## src/rtl/read_stream_defs.vh

```
`ifndef READ_STREAM_DEFS_VH
`define READ_STREAM_DEFS_VH
`define OFF_DATA_CMD 8'h00
`define OFF_FEATURE 8'h04
`define OFF_SEC_COUNT 8'h08
`define OFF_LBA_A 8'h0c
`define OFF_LBA_B 8'h10
`define OFF_LBA_C 8'h14
`define OFF_DEV_HEAD 8'h18
`define OFF_DEV_CTL 8'h1c
`define OFF_ERROR 8'h20
`define OFF_STATUS 8'h24
`define OFF_TIME_UNIT 8'h28
`define OFF_STREAM_CFG 8'h2c
`define OFF_ERR_LOG 8'h30
`define OPC_READ_STREAM_PIO 8'h2b
`define DEV_FIXED_ONES 3'h7
`define HOB_BIT 7
`define FEAT_URG 7
`define FEAT_RC 6
`define FEAT_NS 5
`define FEAT_HSE 4
`define ERR_ICRC 7
`define ERR_UNC 6
`define ERR_IDNF 4
`define ERR_ABRT 2
`define ERR_CCTO 0
`define ST_BSY 7
`define ST_RDY 6
`define ST_SE 5
`define ST_ERR 0
`define TIME_UNIT_RST 16'h0001
`define CLK_MHZ 25
`define US_CYCLES (`CLK_MHZ)
`define MIN_CCTL_US_DEF 24'h0003e8
`define SECT_MAX 17'h10000
`endif

```

## src/rtl/read_stream_command_control.v

```verilog
// Contract
// - urgent bit asks fastest finish within limit
// - continuous mode never aborts on sector errors
// - continuous errors: full transfer, SE set, logged
// - continuous timeout: halt, SE set, CCTO logged
// - always try full amount within limit
// - continuous clear: normal streaming error handling
// - handle-stream-error resumes earlier recovery
// - low three feature bits pick stream
// - limit is previous feature times unit
// - zero uses stream default, else none
// - timed from command write to interrupt
// - limit below minimum raised to minimum
// - 16-bit count, zero means 65536
// - 48-bit LBA from three register pairs
// - error LBA loaded, HOB selects byte
// - error bit 0 flags timeout
// - SE set, regs hold LBA and run
// - continuous errors clear ERR, go to log
//
// The implementer's own choices: the address map and register access over AHB-Lite.
`timescale 1ns/1ps
`include "read_stream_defs.vh"
module read_stream_command_control #(
	parameter [23:0] MIN_CCTL_US = `MIN_CCTL_US_DEF
) (
	input wire clk,
	input wire reset,
	input wire hsel,
	input wire [31:0] haddr,
	input wire [1:0] htrans,
	input wire hwrite,
	input wire [2:0] hsize,
	input wire [31:0] hwdata,
	input wire hready,
	output reg [31:0] hrdata,
	output reg hreadyout,
	output reg hresp,
	input wire sector_ok,
	input wire sector_err,
	input wire [3:0] err_kind,
	output reg xfer_active,
	output reg xfer_abort,
	output reg [47:0] xfer_lba,
	output reg [16:0] xfer_sectors,
	output reg [2:0] stream_id,
	output reg urgent,
	output reg continuous,
	output reg not_sequential,
	output reg resume_recovery,
	output reg intrq
);
	localparam [1:0] S_IDLE = 2'd0;
	localparam [1:0] S_RUN = 2'd1;
	localparam [1:0] S_FIN = 2'd2;

	reg [1:0] state_q;
	reg wr_q;
	reg [7:0] wa_q;
	reg [7:0] feat_cur_q, feat_prv_q, cnt_cur_q, cnt_prv_q;
	reg [7:0] la_cur_q, la_prv_q;
	reg [7:0] lb_cur_q, lb_prv_q;
	reg [7:0] lc_cur_q, lc_prv_q;
	reg [7:0] dev_q, err_q, log_q;
	reg hob_q, bsy_q, se_q, errb_q;
	reg prev_bad_q, run_open_q, lim_en_q;
	reg [15:0] unit_q;
	reg [7:0] dflt_q [0:7];
	reg [16:0] remain_q;
	reg [15:0] bad_cnt_q;
	reg [47:0] fail_lba_q;
	reg [23:0] lim_q, us_cnt_q;
	reg [4:0] div_q;
	reg [31:0] rd_val;
	reg [7:0] req_cctl;
	reg [23:0] lim_raw;
	integer i;

	// only the address phase is taken here; its data phase follows through wr_q
	wire take = hsel && hready && htrans[1];
	wire [7:0] ra = haddr[7:0];
	wire us_tick = (div_q == (`US_CYCLES - 1));
	wire [47:0] start_lba = {lc_prv_q, lb_prv_q, la_prv_q, lc_cur_q, lb_cur_q, la_cur_q};
	wire [15:0] cnt16 = {cnt_prv_q, cnt_cur_q};
	wire sector = sector_ok || sector_err;
	// whole microseconds keep the timer narrow at the cost of one microsecond of grain
	wire timed_out = lim_en_q && (us_cnt_q >= lim_q);

	// word aligned decode of the low address byte
	function hit;
		input [7:0] a;
		input [7:0] off;
		begin
			hit = (a[7:2] == off[7:2]);
		end
	endfunction

	function [7:0] pick;
		input h;
		input [7:0] cur;
		input [7:0] prv;
		begin
			pick = h ? prv : cur;
		end
	endfunction

	// a zero count asks for the largest transfer
	function [16:0] sectors_of;
		input [15:0] c;
		begin
			sectors_of = (c == 16'h0000) ? `SECT_MAX : {1'b0, c};
		end
	endfunction

	// error register and log share one bit layout
	function [7:0] kind_bits;
		input [3:0] k;
		begin
			kind_bits = 8'h00;
			kind_bits[`ERR_ICRC] = k[3];
			kind_bits[`ERR_UNC] = k[2];
			kind_bits[`ERR_IDNF] = k[1];
			kind_bits[`ERR_ABRT] = k[0];
		end
	endfunction

	always @* begin
		// zero previous byte falls back to the stream default
		req_cctl = (feat_prv_q != 8'h00) ? feat_prv_q : dflt_q[feat_cur_q[2:0]];
		// widened on purpose: an 8 by 16 bit product never wraps in 24 bits
		lim_raw = {16'h0000, req_cctl} * {8'h00, unit_q};
		if (lim_raw < MIN_CCTL_US) begin
			lim_raw = MIN_CCTL_US;
		end
	end

	always @* begin
		// unmapped offsets read as zero
		rd_val = 32'h0000_0000;
		if (hit(ra, `OFF_FEATURE)) begin
			rd_val[7:0] = pick(hob_q, feat_cur_q, feat_prv_q);
		end else if (hit(ra, `OFF_SEC_COUNT)) begin
			rd_val[7:0] = pick(hob_q, cnt_cur_q, cnt_prv_q);
		end else if (hit(ra, `OFF_LBA_A)) begin
			rd_val[7:0] = pick(hob_q, la_cur_q, la_prv_q);
		end else if (hit(ra, `OFF_LBA_B)) begin
			rd_val[7:0] = pick(hob_q, lb_cur_q, lb_prv_q);
		end else if (hit(ra, `OFF_LBA_C)) begin
			rd_val[7:0] = pick(hob_q, lc_cur_q, lc_prv_q);
		end else if (hit(ra, `OFF_DEV_HEAD)) begin
			rd_val[7:0] = dev_q;
		end else if (hit(ra, `OFF_DEV_CTL)) begin
			rd_val[`HOB_BIT] = hob_q;
		end else if (hit(ra, `OFF_ERROR)) begin
			rd_val[7:0] = err_q;
		end else if (hit(ra, `OFF_STATUS) || hit(ra, `OFF_DATA_CMD)) begin
			rd_val[`ST_BSY] = bsy_q;
			rd_val[`ST_RDY] = 1'b1;
			rd_val[`ST_SE] = se_q;
			rd_val[`ST_ERR] = errb_q;
		end else if (hit(ra, `OFF_TIME_UNIT)) begin
			rd_val[15:0] = unit_q;
		end else if (hit(ra, `OFF_ERR_LOG)) begin
			rd_val[7:0] = log_q;
		end
	end

	always @(posedge clk) begin
		if (reset) begin
			state_q <= S_IDLE;
			hrdata <= 32'h0000_0000;
			hreadyout <= 1'b1;
			hresp <= 1'b0;
			wr_q <= 1'b0;
			wa_q <= 8'h00;
			feat_cur_q <= 8'h00;
			feat_prv_q <= 8'h00;
			cnt_cur_q <= 8'h00;
			cnt_prv_q <= 8'h00;
			la_cur_q <= 8'h00;
			la_prv_q <= 8'h00;
			lb_cur_q <= 8'h00;
			lb_prv_q <= 8'h00;
			lc_cur_q <= 8'h00;
			lc_prv_q <= 8'h00;
			dev_q <= 8'h00;
			err_q <= 8'h00;
			log_q <= 8'h00;
			hob_q <= 1'b0;
			bsy_q <= 1'b0;
			se_q <= 1'b0;
			errb_q <= 1'b0;
			prev_bad_q <= 1'b0;
			run_open_q <= 1'b0;
			lim_en_q <= 1'b0;
			unit_q <= `TIME_UNIT_RST;
			for (i = 0; i < 8; i = i + 1) begin
				dflt_q[i] <= 8'h00;
			end
			remain_q <= 17'h00000;
			bad_cnt_q <= 16'h0000;
			fail_lba_q <= 48'h0000_0000_0000;
			lim_q <= 24'h000000;
			us_cnt_q <= 24'h000000;
			div_q <= 5'h00;
			xfer_active <= 1'b0;
			xfer_abort <= 1'b0;
			xfer_lba <= 48'h0000_0000_0000;
			xfer_sectors <= 17'h00000;
			stream_id <= 3'h0;
			urgent <= 1'b0;
			continuous <= 1'b0;
			not_sequential <= 1'b0;
			resume_recovery <= 1'b0;
			intrq <= 1'b0;
		end else begin
			hreadyout <= 1'b1;
			hresp <= 1'b0;
			xfer_abort <= 1'b0;
			wr_q <= take && hwrite;
			if (take) begin
				wa_q <= ra;
			end
			// read data is caught in the address phase, so the bus never waits
			if (take && !hwrite) begin
				hrdata <= rd_val;
			end
			// reading status acknowledges the interrupt
			if (take && !hwrite && hit(ra, `OFF_STATUS)) begin
				intrq <= 1'b0;
			end
			// host side writes; the shadow registers stay frozen while busy
			if (wr_q && hit(wa_q, `OFF_DEV_CTL)) begin
				// the byte select is taken even while busy, so either byte of a shadow register can be read back
				hob_q <= hwdata[`HOB_BIT];
			end else if (wr_q && !bsy_q) begin
				if (hit(wa_q, `OFF_FEATURE)) begin
					feat_prv_q <= feat_cur_q;
					feat_cur_q <= hwdata[7:0];
				end else if (hit(wa_q, `OFF_SEC_COUNT)) begin
					cnt_prv_q <= cnt_cur_q;
					cnt_cur_q <= hwdata[7:0];
				end else if (hit(wa_q, `OFF_LBA_A)) begin
					la_prv_q <= la_cur_q;
					la_cur_q <= hwdata[7:0];
				end else if (hit(wa_q, `OFF_LBA_B)) begin
					lb_prv_q <= lb_cur_q;
					lb_cur_q <= hwdata[7:0];
				end else if (hit(wa_q, `OFF_LBA_C)) begin
					lc_prv_q <= lc_cur_q;
					lc_cur_q <= hwdata[7:0];
				end else if (hit(wa_q, `OFF_DEV_HEAD)) begin
					dev_q <= hwdata[7:0];
				end else if (hit(wa_q, `OFF_TIME_UNIT)) begin
					unit_q <= hwdata[15:0];
				end else if (hit(wa_q, `OFF_STREAM_CFG)) begin
					dflt_q[hwdata[10:8]] <= hwdata[7:0];
				end else if (hit(wa_q, `OFF_DATA_CMD) && hwdata[7:0] == `OPC_READ_STREAM_PIO
						&& dev_q[7:5] == `DEV_FIXED_ONES) begin
					// a wrong opcode or device field leaves the command unseen
					state_q <= S_RUN;
					bsy_q <= 1'b1;
					se_q <= 1'b0;
					errb_q <= 1'b0;
					err_q <= 8'h00;
					log_q <= 8'h00;
					intrq <= 1'b0;
					prev_bad_q <= 1'b0;
					run_open_q <= 1'b0;
					bad_cnt_q <= 16'h0000;
					remain_q <= sectors_of(cnt16);
					xfer_sectors <= sectors_of(cnt16);
					xfer_lba <= start_lba;
					fail_lba_q <= start_lba;
					stream_id <= feat_cur_q[2:0];
					urgent <= feat_cur_q[`FEAT_URG];
					continuous <= feat_cur_q[`FEAT_RC];
					not_sequential <= feat_cur_q[`FEAT_NS];
					resume_recovery <= feat_cur_q[`FEAT_HSE];
					lim_en_q <= (req_cctl != 8'h00);
					lim_q <= lim_raw;
					// the clock starts at the command write itself
					us_cnt_q <= 24'h000000;
					div_q <= 5'h00;
					xfer_active <= 1'b1;
				end
			end
			case (state_q)
				S_IDLE: begin
					// the divider rests between commands
					div_q <= 5'h00;
				end
				S_RUN: begin
					if (us_tick) begin
						div_q <= 5'h00;
						us_cnt_q <= us_cnt_q + 24'h000001;
					end else begin
						div_q <= div_q + 5'h01;
					end
					if (sector) begin
						xfer_lba <= xfer_lba + 48'h0000_0000_0001;
						remain_q <= remain_q - 17'h00001;
						prev_bad_q <= sector_err;
					end
					if (sector_err && continuous) begin
						log_q <= log_q | kind_bits(err_kind);
						if (!se_q) begin
							se_q <= 1'b1;
							fail_lba_q <= xfer_lba;
							bad_cnt_q <= 16'h0001;
							run_open_q <= 1'b1;
						end else if (run_open_q && prev_bad_q) begin
							bad_cnt_q <= bad_cnt_q + 16'h0001;
						end
					end
					if (sector_ok && se_q) begin
						// only the first run of bad sectors is reported
						run_open_q <= 1'b0;
					end
					// the timeout wins over a sector error in the same cycle
					if (timed_out) begin
						xfer_abort <= 1'b1;
						xfer_active <= 1'b0;
						state_q <= S_FIN;
						if (continuous) begin
							se_q <= 1'b1;
							log_q[`ERR_CCTO] <= 1'b1;
						end else begin
							errb_q <= 1'b1;
							err_q[`ERR_CCTO] <= 1'b1;
						end
					end else if (sector_err && !continuous) begin
						// normal streaming: stop at the failing sector
						errb_q <= 1'b1;
						err_q <= err_q | kind_bits(err_kind);
						fail_lba_q <= xfer_lba;
						xfer_abort <= 1'b1;
						xfer_active <= 1'b0;
						state_q <= S_FIN;
					end else if (sector && remain_q == 17'h00001) begin
						// continuous mode rides through errors to the full count
						xfer_active <= 1'b0;
						state_q <= S_FIN;
					end
				end
				S_FIN: begin
					// busy still blocks host writes while the shadow registers load
					if (se_q || errb_q) begin
						la_cur_q <= fail_lba_q[7:0];
						lb_cur_q <= fail_lba_q[15:8];
						lc_cur_q <= fail_lba_q[23:16];
						la_prv_q <= fail_lba_q[31:24];
						lb_prv_q <= fail_lba_q[39:32];
						lc_prv_q <= fail_lba_q[47:40];
					end
					if (se_q) begin
						cnt_cur_q <= bad_cnt_q[7:0];
						cnt_prv_q <= bad_cnt_q[15:8];
					end
					bsy_q <= 1'b0;
					intrq <= 1'b1;
					state_q <= S_IDLE;
				end
				default: begin
					state_q <= S_IDLE;
				end
			endcase
		end
	end
endmodule // read_stream_command_control

```

## config.mk

```make
export PLATFORM = sky130hd
export DESIGN_NAME = read_stream_command_control
export DESIGN_NICKNAME = d
export VERILOG_FILES = /design/src/rtl/read_stream_command_control.v
export VERILOG_INCLUDE_DIRS = /design/src /design/src/rtl
export SDC_FILE = /design/constraint.sdc
export NUM_CORES = 1
export LEC_CHECK = 0
export BUFFER_PORTS_ARGS = -buffer_cell sky130_fd_sc_hd__buf_2
export CAP_MARGIN = 20
export CORE_ASPECT_RATIO = 1.75
export CORE_MARGIN = 4
export CORE_UTILIZATION = 50
export CTS_BUF_LIST = sky130_fd_sc_hd__clkbuf_16
export DETAILED_ROUTE_END_ITERATION = 12
export PLACE_DENSITY_LB_ADDON = 0.05
export SLEW_MARGIN = 25
export SYNTH_ARGS = -nofsm -noshare
export SYNTH_HDL_FRONTEND = slang
export SYNTH_SLANG_ARGS = --single-unit
```

## constraint.sdc

```tcl
create_clock -name clk -period 13.5 [get_ports clk]
set_clock_uncertainty 0.05 [all_clocks]
set_input_delay 0.675 -clock clk [delete_from_list [all_inputs] [get_ports clk]]
set_output_delay 0.675 -clock clk [all_outputs]
set_load 0.1 [all_outputs]
```

---- Yosys cells after proc, flatten, opt, wreduce, memory -nomap -nowiden ----
Memories as Yosys holds them, arrays and structs flattened. A register that Yosys moved wholly into a read port is not among the register bits.
Cells that the tools add are included.
storage, ports and cells
  RAM bits ................................ 64
  bits of input ports ..................... 80
  memories kept ........................... 1
  output and inout bits ................... 109
  flip-flop bits (word level) ............. 363
memories
  name    depth  width  rd ports  clocked after memory_dff  write ports  RTL line                          RTL
  dflt_q  8      8      1         1                         8            read_stream_command_control.v:68  reg [7:0] dflt_q [0:7];
cells by class
  $mul .................................... 1
  magnitude comparators ................... 2
  reduce and logical (&&, ||, !) cells .... 37
  bitwise gates (word level) .............. 12
  add/subtract/negate cells ............... 5
  equal/unequal tests ..................... 35
  mux-type cells .......................... 329
operators by type and width
  operator                                               count
  two-way mux 48 bit                                     29
  two-way mux 8 bit                                      112
  two-way mux 24 bit                                     14
  two-way mux 16 bit                                     15
  two-way mux 17 bit                                     14
  two-way mux 1 bit                                      110
  two-way mux 5 bit                                      12
  adder 48 x 1 -> 48 bit, second input constant          1
  == test 6 x 3 -> 1 bit, second input constant          8
  == test 6 x 4 -> 1 bit, second input constant          6
  two-way mux 2 bit                                      14
  inequality test 3 x 1 -> 1 bit, second input constant  9
  adder 24 x 1 -> 24 bit, second input constant          1
  == test 6 x 2 -> 1 bit, second input constant          4
  >= comparator 24 bit                                   1
  < comparator 24 x 10 -> 1 bit, second input constant   1
  multiplier 8 x 16 -> 24 bit                            1
  AND reduction 11 bit                                   2
  == test 17 x 1 -> 1 bit, second input constant         1
  subtractor 17 x 1 -> 17 bit, second input constant     1
  adder 16 x 1 -> 16 bit, second input constant          1
  logical NOT 16 bit                                     1
  OR 8 bit                                               2
  nonzero test 8 bit                                     2
  other kinds (24)                                       59

---- Logic depth before layout (Yosys ltp) ----
  word-level depth ........................ 19
  gate-level depth with buffers ........... 26
  gate-level depth less buffers ........... 22

---- Least setup slack after synthesis ----
Ideal clock, no wire load.
  path type ............................... flip-flop to flip-flop
  start ................................... reg (tool-made name)
  end ..................................... reg lim_q[6]
  arrival time ............................ 7.151 ns
  path slack .............................. 6.224 ns
  setup time .............................. 0.074 ns
  path buffers ............................ 3
  cell stages (with the launch flop) ...... 26
  period minus slack after synthesis ...... 7.276 ns
  cells stage by stage .................... dfxtp_1 > clkbuf_1 > buf_2 > mux4_2 > mux2_2 > a21oi_1 > clkbuf_1 > nor2b_1 > fa_1 > inv_1 > fa_1 > inv_1 > fa_1 > inv_1 > fa_1 > inv_1 > ha_1 > o21ai_1 > nand2b_1 > or4b_4 > o211a_1 > o211ai_2 > and4bb_1 > nand4_2 > or4_4 > a31oi_1
RTL lines
  item                  RTL line                           RTL
  end signal, assigned  read_stream_command_control.v:281  lim_q <= lim_raw;
  end, declared         read_stream_command_control.v:72   reg [23:0] lim_q, us_cnt_q;

==> results_tabular.tex <==
\begin{tabular}{lr}
\hline
Metric & Value \\
\hline
\multicolumn{2}{l}{\textbf{Worst setup path}} \\
Worst endpoint required time & 13.93 ns \\
Class of the most critical setup path & reg2reg \\
CP Launch Type & flip-flop \\
CP Capture Type & flip-flop \\
Arrival time at the worst endpoint & 8.16 ns \\
Critical path fanouts, max & 17 \\
Worst reg-to-reg path cell count & 20 \\
\multicolumn{2}{l}{\textbf{Synth}} \\
Simple-gate share of the synthesized area & between 20\% and 30\% \\
Top post-synthesis cells by count & 364 x sky130\_fd\_sc\_hd\_\_dfxtp\_1, 346 x sky130\_fd\_sc\_hd\_\_nand2\_1, 269 x sky130\_fd\_sc\_hd\_\_nor2\_1 \\
Sequential cell area fraction in the yosys report & a little under two fifths \\
Post-Synthesis Cell Area & about 25000 um\^{}2 \\
Parity-gate share of the synthesized area counting xor and xnor cells & less than 1\% \\
Largest area contributor in the netlist & sky130\_fd\_sc\_hd\_\_dfxtp\_1 \\
Synthesized area divided by synthesized cell count & $\sim$8.6 um\^{}2 \\
Register bit count reported by yosys & 428 \\
Post-synthesis share of cell area spent on full adders, half adders and majority gates & a little over a tenth \\
Most frequently used cell type in the post-synthesis netlist & sky130\_fd\_sc\_hd\_\_dfxtp\_1 \\
Cells after synthesis & around 2900 \\
Fraction of registers with async set or reset after synthesis & 0\% \\
Number of enable-type register cells in the synthesized netlist & between 60 and 70 \\
Synth Area in Compound Gates & between 10\% and 20\% \\
Number of distinct library cell variants in the gate-level netlist after synthesis & a little over 80 \\
Syn. warnings & 0 \\
Area share of the leading cell type in the synthesized netlist & between 20\% and 30\% \\
Fraction of synthesized area in multiplexers & under 10\% \\
Commonest register cell after synthesis & sky130\_fd\_sc\_hd\_\_dfxtp\_1 \\
Largest family of logic cells by synthesized area & simple AND/OR/NAND/NOR gates \\
Synth top area cells & sky130\_fd\_sc\_hd\_\_dfxtp\_1 29\%, sky130\_fd\_sc\_hd\_\_edfxtp\_1 7.8\%, sky130\_fd\_sc\_hd\_\_fa\_1 6.8\%, sky130\_fd\_sc\_hd\_\_nand2\_1 5.3\%, sky130\_fd\_sc\_hd\_\_a21oi\_1 4.3\% \\
\multicolumn{2}{l}{\textbf{Placement}} \\
Routability-driven placement congestion ratio & 0.952 \\
HPWL after DPL & approximately 55000 um \\
Post-Place Cell Area & 25700 um\^{}2 \\
Number of buffer cells added on primary ports & 124 \\
\multicolumn{2}{l}{\textbf{Route}} \\
Final ANT Viol Nets & 0 \\
Overall via count from detail\_route & 21600 \\
Routed wire length & slightly below 80000 um \\
DRC violations left & 0 \\
Pre-Repair DR Iteration Count & 5 \\
Average wire length per cell after detail routing & 21.9 um \\
1st-iter DRT viols & between 1500 and 2000 \\
Drt via density & roughly 6 \\
\multicolumn{2}{l}{\textbf{Worst hold path}} \\
Hold Path Stages & 3 \\
Min-Delay Path Class & in2reg \\
\multicolumn{2}{l}{\textbf{Power}} \\
IR Drop Worst-Case VDD & 0.118 mV \\
Leakage & roughly 11 nW \\
Areal power density over the cells & 99.0 nW/um\^{}2 \\
\multicolumn{2}{l}{\textbf{Timing}} \\
Final setup viols & 0 \\
Max Clock Freq & between 0.1 and 0.15 GHz \\
Ratio of final minimum period to clock period & 57.3\% \\
Setup repair after global routing missed its margin & false \\
Slew headroom & 30.6\% \\
Number of endpoints with negative hold slack in the final report & 0 \\
Crit path time final & about 7.7 ns \\
Worst-margin pin slew & approximately 1.0 ns \\
Final setup TNS & 0 ns \\
Worst Hold Margin & 0.296 ns \\
Max-slew violations & 0 \\
\multicolumn{2}{l}{\textbf{Clocking}} \\
CTS Hold Bufs & 0 \\
Resized cells post-CTS & 0 \\
Number of buffers created by CTS & 44 \\
Longest Clk Path Bufs & 3 \\
Clock latency on the worst-skew pair & 0.57 ns \\
Clk root buf & sky130\_fd\_sc\_hd\_\_clkbuf\_16 \\
H-tree depth & 2 \\
\# Post-CTS Setup Buffers & 0 \\
Total clock sinks & 428 \\
CTS tree & built \\
Clk pin slew, worst setup/hold paths & about 0.07 ns \\
\multicolumn{2}{l}{\textbf{Finish}} \\
Layout net count & roughly 3100 \\
Layout cell share with drive strength beyond 1 & $\sim$11\% \\
Post-route cell area & $\sim$27000 um\^{}2 \\
Synth-to-layout area growth & 10.3\% \\
\multicolumn{2}{l}{\textbf{Status}} \\
Status & completed \\
\multicolumn{2}{l}{\textbf{GRT}} \\
Largest net degree at the start of global routing & 129 \\
GR Util All Layers & between 20 and 30\% \\
Number of antenna violations at the first check in global routing & 4 \\
Gr ovfl total & 0 \\
Number of global-route vias before repair & 22000 \\
Global-route wire length before repair & about 120000 um \\
\multicolumn{2}{l}{\textbf{Floorplanning}} \\
Full die area & $\sim$53000 um\^{}2 \\
FP Rows & about 110 \\
Effective utilization at floorplan & approximately half \\
DIE HEIGHT & about 300 um \\
Area inside the core boundary & $\sim$49000 um\^{}2 \\
Die boundary width & around 180 um \\
Io pins & 189 \\
\multicolumn{2}{l}{\textbf{Flow run}} \\
Maximum capacitance violations & 0 \\
\hline
\end{tabular}
-- metrics by stage --
step	total power, W	setup WS (ns)	std cells	util, %
detailed placement	0.00144	5.76	3499	52.6
finish	0.00270	5.77	3585	55.8
floorplan	0.00141	6.22	2896	-
global route	0.00277	5.39	3583	55.8
CTS	0.00272	5.70	3581	55.7
global placement	0.00143	5.37	3499	52.6
-- cell type report --
cell class,count,area (um^2)
fillers,4605,21600
multi-input cells,2124,14300
flip-flops and latches,428,9210
clock buffers,46,1150
repair buffers,154,888
well taps,654,818
inverters,140,526
clock inverters,36,367
diodes,3,7.51
-- cell families after synthesis --
logic type,after synthesis
AND/OR/NAND/NOR,1203
AO/OA/AOI/OAI,603
flip-flops,428
buffers and inverters,344
adder cells (fa/ha/maj),159
multiplexers,121
XOR/XNOR,20
other,2
-- layout by cell type, fill, tap and decap left out, types with 9 or more instances in the layout --
master / netlist / layout
sky130_fd_sc_hd__or2_2: 15 / 15
sky130_fd_sc_hd__nand3_1: 96 / 96
sky130_fd_sc_hd__a21oi_1: 211 / 203
sky130_fd_sc_hd__a211oi_1: 81 / 80
sky130_fd_sc_hd__clkbuf_16: 0 / 46
sky130_fd_sc_hd__nor2_1: 269 / 266
sky130_fd_sc_hd__nand2_1: 346 / 345
sky130_fd_sc_hd__and2_1: 78 / 78
sky130_fd_sc_hd__edfxtp_1: 64 / 64
sky130_fd_sc_hd__dfxtp_1: 364 / 362
sky130_fd_sc_hd__nand4_1: 19 / 19
sky130_fd_sc_hd__buf_4: 19 / 28
sky130_fd_sc_hd__a311oi_1: 78 / 78
sky130_fd_sc_hd__o211ai_1: 14 / 14
sky130_fd_sc_hd__nand2b_1: 37 / 36
sky130_fd_sc_hd__fa_1: 84 / 84
sky130_fd_sc_hd__or3_1: 9 / 9
sky130_fd_sc_hd__nor4_1: 28 / 27
sky130_fd_sc_hd__a221oi_1: 9 / 9
sky130_fd_sc_hd__buf_2: 6 / 123
sky130_fd_sc_hd__nand3b_1: 11 / 11
sky130_fd_sc_hd__nor3_1: 98 / 98
sky130_fd_sc_hd__o21ai_0: 76 / 76
sky130_fd_sc_hd__and3_1: 36 / 36
sky130_fd_sc_hd__clkinvlp_4: 0 / 9
sky130_fd_sc_hd__a31oi_1: 36 / 36
sky130_fd_sc_hd__a21o_1: 21 / 21
sky130_fd_sc_hd__conb_1: 2 / 18
sky130_fd_sc_hd__mux2_2: 12 / 12
sky130_fd_sc_hd__inv_1: 140 / 144
sky130_fd_sc_hd__ha_1: 75 / 75
sky130_fd_sc_hd__nor2b_1: 125 / 125
sky130_fd_sc_hd__mux2i_1: 86 / 86
sky130_fd_sc_hd__mux4_2: 23 / 23
sky130_fd_sc_hd__xor2_1: 14 / 14
-- registers in the layout (all words and copies together), names as in the netlist, 16 cells and up, named ones only --
name / count
fail_lba_q: 48
hrdata: 16
unit_q: 16
lim_q: 24
us_cnt_q: 24
xfer_lba: 48
bad_cnt_q: 16
dflt_q: 64
xfer_sectors: 17
remain_q: 17
-- routing by layer --
layer  GRT usage (%)  vias to the layer above  wire length [um]
met4            16.1                        4              4740
li1                -                    10100                 -
met2            52.7                      675             40200
met1            32.6                    10600             29400
met5               0                        -                23
met3            4.21                      229              3970
-- power breakdown --
group          internal, W  leakage [nW]  switching [W]  total [W]
clock             0.000740         0.735       0.000553    0.00129
combinational    0.0000191          6.48      0.0000861   0.000105
sequential         0.00130          3.59     0.00000349    0.00130
-- path summary, 6_finish.rpt --
kind	start	to	slack (ns)
worst max-delay path	flip-flop	lim_q[6]	5.77
worst min-delay path	err_kind[0]	log_q[2]	0.30
worst max register to register	flip-flop	lim_q[6]	5.77
worst min register to register	err_q[3]	err_q[3]	0.38
-- critical path, stage by stage, from the launching register on --
cell                       delay (ns)
sky130_fd_sc_hd__dfxtp_2         0.71
sky130_fd_sc_hd__mux4_2          0.60
sky130_fd_sc_hd__mux2_2          0.32
sky130_fd_sc_hd__a21oi_2         0.79
sky130_fd_sc_hd__nor2b_1         0.15
sky130_fd_sc_hd__fa_1            0.56
sky130_fd_sc_hd__fa_1            0.45
sky130_fd_sc_hd__fa_1            0.56
sky130_fd_sc_hd__inv_1           0.06
sky130_fd_sc_hd__fa_1            0.53
sky130_fd_sc_hd__inv_1           0.04
sky130_fd_sc_hd__ha_1            0.40
sky130_fd_sc_hd__a21o_1          0.24
sky130_fd_sc_hd__a211o_1         0.31
sky130_fd_sc_hd__a31oi_4         0.23
sky130_fd_sc_hd__o21ba_2         0.22
sky130_fd_sc_hd__nor3_1          0.06
sky130_fd_sc_hd__a311oi_1        0.47
sky130_fd_sc_hd__nand4_2         0.23
sky130_fd_sc_hd__or4_4           0.48
sky130_fd_sc_hd__a31oi_1         0.18
(Power assumes the default switching activity.)
